$ cat config.mk
export PLATFORM = sky130hd
export DESIGN_NAME = reset_sequencer
export DESIGN_NICKNAME = d
export VERILOG_FILES = /design/src/hdl/reset_seq_pkg.sv /design/src/hdl/battery_if.sv /design/src/hdl/battery_tracker.sv /design/src/hdl/reset_sequencer.sv
export SDC_FILE = /design/constraint.sdc
export NUM_CORES = 1
export LEC_CHECK = 0
export BUFFER_PORTS_ARGS = -buffer_cell sky130_fd_sc_hd__buf_2
export CORE_ASPECT_RATIO = 1.4
export CORE_MARGIN = 10
export CORE_UTILIZATION = 30
export DETAILED_ROUTE_END_ITERATION = 8
export PLACE_DENSITY_LB_ADDON = 0.08
export SYNTH_ARGS = -nofsm -noshare
export SYNTH_HDL_FRONTEND = slang
export SYNTH_SLANG_ARGS = --single-unit
$ cat constraint.sdc
create_clock -name clock -period 1.1 [get_ports clock]
set_clock_uncertainty 0.15 [all_clocks]
set_input_delay 0.22 -clock clock [delete_from_list [all_inputs] [get_ports clock]]
set_output_delay 0.22 -clock clock [all_outputs]
set_load 0.01 [all_outputs]
$ cat src/hdl/reset_seq_pkg.sv
// shared constants and types for the reset and battery monitor sequencer
package reset_seq_pkg;

    // sequencer states
    typedef enum logic [1:0] {
        st_shutdown = 2'b00,  // chip enable low, full power down
        st_monitor  = 2'b01,  // battery below critical level
        st_load     = 2'b10,  // nonvolatile defaults being fetched
        st_run      = 2'b11   // firmware released
    } seq_state_type;

    // reset values
    localparam seq_state_type state_reset    = st_shutdown;
    localparam logic          mon_en_reset   = 1'b0;
    localparam logic          thr_sel_reset  = 1'b0;
    localparam logic          below_reset    = 1'b0;

    // interface select pin field
    localparam int            if_sel_width   = 2;
    localparam logic [1:0]    if_sel_reset   = 2'h0;

    // threshold select encoding driven to the comparator
    localparam logic          thr_sel_low    = 1'b0;  // 2.3 V level
    localparam logic          thr_sel_high   = 1'b1;  // 2.75 V level

    // synchroniser depth for pin inputs
    localparam int            sync_stages    = 2;

endpackage : reset_seq_pkg

$ cat src/hdl/battery_if.sv
// link between the sequencer and its battery hysteresis tracker
`timescale 1ns/1ps
interface battery_if;
    logic low_cmp;   // synced: battery below selected threshold
    logic ok_cmp;    // synced: battery above threshold plus hysteresis
    logic below;     // tracked low-battery condition

    modport seq (output low_cmp, output ok_cmp, input below);
    modport mon (input low_cmp, input ok_cmp, output below);
endinterface : battery_if

$ cat src/hdl/battery_tracker.sv
// hysteresis tracker for the battery critical-level comparators
`timescale 1ns/1ps
module battery_tracker (
    // clock and reset
    input wire logic clock,
    input wire logic reset_n,
    // comparator link
    battery_if.mon   bat
);

    logic below_q;
    logic below_d;

    // enter on the low trip, leave only above the hysteresis band
    assign below_d = bat.low_cmp ? 1'b1
                   : (bat.ok_cmp ? 1'b0 : below_q);
    assign bat.below = below_q;

    always_ff @(posedge clock) begin
        if (!reset_n) begin
            below_q <= reset_seq_pkg::below_reset;
        end else begin
            below_q <= below_d;
        end
    end
endmodule : battery_tracker

$ cat src/hdl/reset_sequencer.sv
// reset entry and exit sequencer with battery monitor control
`timescale 1ns/1ps
module reset_sequencer (
    // clock and reset
    input  wire logic       clock,
    input  wire logic       reset_n,
    // pins from outside the clock domain
    input  wire logic       chip_enable_pin,
    input  wire logic       pad_supply_good,
    input  wire logic [1:0] if_select_pins,
    // battery comparators, referenced to the selected level
    input  wire logic       vbat_low_cmp,
    input  wire logic       vbat_ok_cmp,
    // nonvolatile default loader
    output logic            nv_load_req,
    input  wire logic       nv_load_done,
    input  wire logic       nv_monitor_enable,
    input  wire logic       nv_threshold_high,
    // outputs to the core
    output logic            core_reset_n,
    output logic            monitor_enable,
    output logic            threshold_select,
    output logic [1:0]      if_select,
    output logic            pad_supply_lost,
    output logic [1:0]      seq_state
);

    ////////////////////////////////////////////////////////////////////////
    // input synchronisers

    localparam int n_sync = 5;
    logic [n_sync-1:0] raw_in;
    logic [n_sync-1:0] meta_q;
    logic [n_sync-1:0] sync_q;

    assign raw_in = {chip_enable_pin, pad_supply_good, if_select_pins,
                     vbat_low_cmp};

    // two flops per pin before any logic looks at it
    genvar gi;
    generate
        for (gi = 0; gi < n_sync; gi++) begin : g_sync
            always_ff @(posedge clock) begin
                if (!reset_n) begin
                    meta_q[gi] <= 1'b0;
                    sync_q[gi] <= 1'b0;
                end else begin
                    meta_q[gi] <= raw_in[gi];
                    sync_q[gi] <= meta_q[gi];
                end
            end
        end
    endgenerate

    logic ok_meta_q;
    logic ok_sync_q;

    // ok comparator resets low like the other synchronisers; the low flag
    // also resets clear, so nothing trips before the pins have settled
    always_ff @(posedge clock) begin
        if (!reset_n) begin
            ok_meta_q <= 1'b0;
            ok_sync_q <= 1'b0;
        end else begin
            ok_meta_q <= vbat_ok_cmp;
            ok_sync_q <= ok_meta_q;
        end
    end

    wire       ce_s    = sync_q[4];
    wire       pad_s   = sync_q[3];
    wire [1:0] sel_s   = sync_q[2:1];

    ////////////////////////////////////////////////////////////////////////
    // battery hysteresis tracker

    battery_if bat ();
    assign bat.low_cmp = sync_q[0];
    assign bat.ok_cmp  = ok_sync_q;

    battery_tracker u_tracker (
        .clock   (clock),
        .reset_n (reset_n),
        .bat     (bat)
    );

    ////////////////////////////////////////////////////////////////////////
    // state machine

    reset_seq_pkg::seq_state_type state_q;
    reset_seq_pkg::seq_state_type state_d;
    logic       mon_en_q;
    logic       mon_en_d;
    logic       thr_q;
    logic       thr_d;
    logic [1:0] if_sel_q;
    logic [1:0] if_sel_d;
    logic       run_q;
    logic       lost_q;
    logic       lost_d;

    // battery trip only counts when the monitor is on
    wire bat_trip  = mon_en_q && bat.below;
    wire load_trip = nv_monitor_enable && bat.below;
    wire load_done = (state_q == reset_seq_pkg::st_load) && nv_load_done;

    always_comb begin
        state_d  = state_q;
        mon_en_d = mon_en_q;
        thr_d    = thr_q;
        if_sel_d = if_sel_q;
        if (!ce_s) begin
            state_d  = reset_seq_pkg::st_shutdown;
            mon_en_d = reset_seq_pkg::mon_en_reset;
        end else begin
            case (state_q)
                reset_seq_pkg::st_shutdown: begin
                    state_d = reset_seq_pkg::st_load;
                end
                reset_seq_pkg::st_load: begin
                    if (nv_load_done) begin
                        mon_en_d = nv_monitor_enable;
                        thr_d    = nv_threshold_high;
                        if_sel_d = sel_s;
                        // pad supply is not waited for
                        state_d  = load_trip ? reset_seq_pkg::st_monitor
                                             : reset_seq_pkg::st_run;
                    end
                end
                reset_seq_pkg::st_run: begin
                    if (bat_trip) begin
                        state_d = reset_seq_pkg::st_monitor;
                    end
                end
                reset_seq_pkg::st_monitor: begin
                    if (!bat.below) begin
                        state_d = reset_seq_pkg::st_load;
                    end
                end
                default: state_d = reset_seq_pkg::st_shutdown;
            endcase
        end
    end

    // pad loss while running is remembered until the next boot
    assign lost_d = (state_q == reset_seq_pkg::st_load) ? 1'b0
                  : (lost_q || (run_q && !pad_s));

    always_ff @(posedge clock) begin
        if (!reset_n) begin
            state_q  <= reset_seq_pkg::state_reset;
            mon_en_q <= reset_seq_pkg::mon_en_reset;
            thr_q    <= reset_seq_pkg::thr_sel_reset;
            if_sel_q <= reset_seq_pkg::if_sel_reset;
            run_q    <= 1'b0;
            lost_q   <= 1'b0;
        end else begin
            state_q  <= state_d;
            mon_en_q <= mon_en_d;
            thr_q    <= thr_d;
            if_sel_q <= if_sel_d;
            run_q    <= (state_d == reset_seq_pkg::st_run);
            lost_q   <= lost_d;
        end
    end

    // outputs
    assign nv_load_req      = (state_q == reset_seq_pkg::st_load);
    assign core_reset_n     = run_q;
    assign monitor_enable   = mon_en_q;
    assign threshold_select = thr_q;
    assign if_select        = if_sel_q;
    assign pad_supply_lost  = lost_q;
    assign seq_state        = state_q;
endmodule : reset_sequencer

==> summary.md <==
| Metric | Value |
|---|---|
| Status | complete, but fails checks |
| Failing checks | negative setup slack |
| Die boundary height | between 70 and 80 µm |
| Power Density | 1230 nW/µm² |
| Post-route setup slack | -230 ps |
| DRC Markers | 0 |
| Ant diodes | 0 |
| CTS tree | built |
| Netlist cell types | 18 |
| Clk root buf | clkbuf_4 |
| Initial antenna violation count | 0 |
| Max-cap violations | 0 |
| Yosys Warn Count | 0 |
| Gp weighted congestion | 0.828 |
| Crit path cell chain | and2b_2, buf_6 |
| Final wirelength | 1320 µm |
| Synthesized netlist cell count | 65 |
| CTS clk-pin slew, worst paths | 110 ps |
| H-Tree Depth | 1 |
| Largest net degree at the start of global routing | 18 |
| Total iterations of the first detailed-routing run | 2 |
| CP Data Arrival Time | approximately 960 ps |
| FP Rows | 20 |
| Max stage delay on crit path | 330 ps |
| Fin Setup TNS | -960 ps |
| Req. time, crit path | 730 ps |
| Worst vdd ir | 736 µV |
| CTS Buf Count | 3 |
| GRT overflow | 0 |
| Share of layout cells above drive strength 1 | 40.4% |
| Worst skew pair latency | 290 ps |
| Count of buffers from port buffering | 19 |
| Post-Syn Area | 674 µm² |
| Fin crit share | 121% |
| Min-Delay Path Class | input port to flip-flop |
| GRT Total Usage | under 10% |
| Vias in the first global route | about 530 |
| Via count | 525 |
| Fin. max-slew vios | 0 |
| DP Wirelength | ~960 µm |
| Synthesis-to-finish area growth | 48.8% |
| Post-Syn Nets | 76 |
| Setup Slack @ Placement | -65.8 ps |
| Leakage | 0.429 nW |
| Tightest Pin Transition | 243 ps |
| Core area | 2150 µm² |
| Minimum clock period | 1330 ps |
| Clk buf depth | 2 |
| Critical path class | flip-flop to output port |
| Syn_area_per_cell | 10.4 µm² |
| Final setup fails | 15 |
| Chip width | 60.1 µm |
| Clock sinks | 21 |
| Critical path launch point type | flip-flop |
| Final hold viol count | 0 |
| Nets | 111 |
| Post-DR wirelength/cell | 10.9 µm |
| Largest fanout on the critical path | 2 |
| Die ar. | between 4000 and 5000 µm² |
| Initial Utilization | 31.3% |
| Crit path capture type | output port |
| First-pass GRT wire length | 2130 µm |
| Boundary Pins | 20 |
| Slew headroom | 83.7% |
| Worst-path cell with the longest stage delay | dfxtp_2 |
| Starting DRT DRC Count | 11 |
| Unrepaired setup endpoints after global routing | yes |
| Vias/cell | 4.34 |
| Sequential area share after synthesis | 62.3% |
| Routed Antenna Nets | 0 |
| Flops & latches, synth | 21 |
| FMAX | roughly 750 MHz |
-- area by class of cell --
class,count,area [µm²]
fill,213,1150
sequential,21,430
timing repair buffer,32,270
multi-input combinational,39,238
tap,22,27.5
clock buffer,4,26.3
inverter,3,11.3
-- what timing repair did --
item / 4_1_cts / 5_1_grt
gates cloned: 0 / 0
endpoints found under the hold margin: 7 / 0
hold buffers: 7 / 0
setup buffers: 2 / 1
resized for setup: 21 / 2
pin swaps: 3 / 0
setup endpoints to repair: 13 / 16
-- report_power, final --
group          switching (mW)  internal (mW)
clock                   0.212          0.141
sequential            0.00610          0.783
combinational          0.0336         0.0536
total                   0.252          0.978
-- synthesized netlist by cell type --
cell      count  share of area, %
buf_2         1              0.74
mux2i_1       1               1.5
o221ai_2      1               2.2
nand4b_1      1               1.3
a21oi_1       3               2.2
nand3b_1      1               1.1
nand2_1       6               3.3
clkbuf_1      1              0.56
o21ai_0       4               3.0
inv_1         3               1.7
and2b_1       1               1.1
nor3_1        1              0.74
nor2_1        3               1.7
a211oi_2      1               1.9
and2_1       12                11
dfxtp_1      21                62
and2b_2       1               1.3
nand3_1       3               2.2
-- worst paths after layout --
kind,start,end,slack (ps),depth (start not counted)
max reg2reg,seq_state[0]$_SDFF_PN0_,seq_state[1]$_SDFF_PN0_,-80,4
min,nv_monitor_enable,monitor_enable$_SDFFE_PN0P_,30,3
max,seq_state[0]$_SDFF_PN0_,nv_load_req,-230,2
min reg2reg,sel_s[1]$_SDFF_PN0_,if_select[1]$_SDFFE_PN0P_,280,2
-- sequential cells by signal, summed over array words and instances, names as in the netlist, 2 cells and up --
name / flops
if_select: 2
meta_q: 5
sel_s: 2
seq_state: 2
-- layout by cell type, fill, tap and decap left out --
master	netlist	layout
nor2_1	3	3
clkbuf_4	0	3
dlygate4sd3_1	0	7
a21oi_2	0	1
mux2i_1	1	1
dfxtp_1	21	13
and2b_2	1	1
nor3_1	1	1
clkbuf_1	1	1
inv_1	3	3
a21oi_1	3	2
buf_6	0	10
and2b_1	1	1
nand4b_1	1	1
nand3_1	3	3
buf_2	1	10
o21ai_1	0	4
dfxtp_2	0	8
a211oi_2	1	1
o221ai_2	1	1
and2_1	12	12
buf_4	0	5
nand3b_1	1	1
nand2_1	6	6
-- kinds of logic (layout without fill, tap and decap cells) --
kind of cell	Yosys count	after routing	share of synthesized area, %
DFF	21	21	62.3
muxes	1	1	1.48
and+or+nand+nor	29	29	23.9
AOI/OAI and AO/OA	9	9	9.27
buffers and inverters	5	39	2.97
-- critical path, delay by kind of cell, from the launching register on --
family        cells  cell delay (ps)
buf+inv           1              120
flops             1              330
simple gates      1              220
-- metrics by stage --
stage	instances	power, mW	hold WS [ps]	instance area (µm²)	util [%]
after CTS	120	1.26	16.9	988	45.9
after global routing	121	1.29	77.5	1000	46.6
after detailed placement	107	0.871	268	811	37.7
after floorplan	65	0.841	197	674	-
final	121	1.23	33.1	1000	46.6
after global placement	107	0.870	265	811	37.7
-- routing by layer --
| layer | part of all wire, % | vias to the layer above | GRT usage [%] |
|---|---|---|---|
| li1 | - | 278 | - |
| met1 | 43 | 227 | 5.79 |
| met2 | 46 | 16 | 9.40 |
| met3 | 9.4 | 4 | 2.50 |
| met4 | 1.9 | 0 | 4.05 |
| met5 | 0 | - | 0 |
No activity file was read; power rests on OpenSTA's default activity.
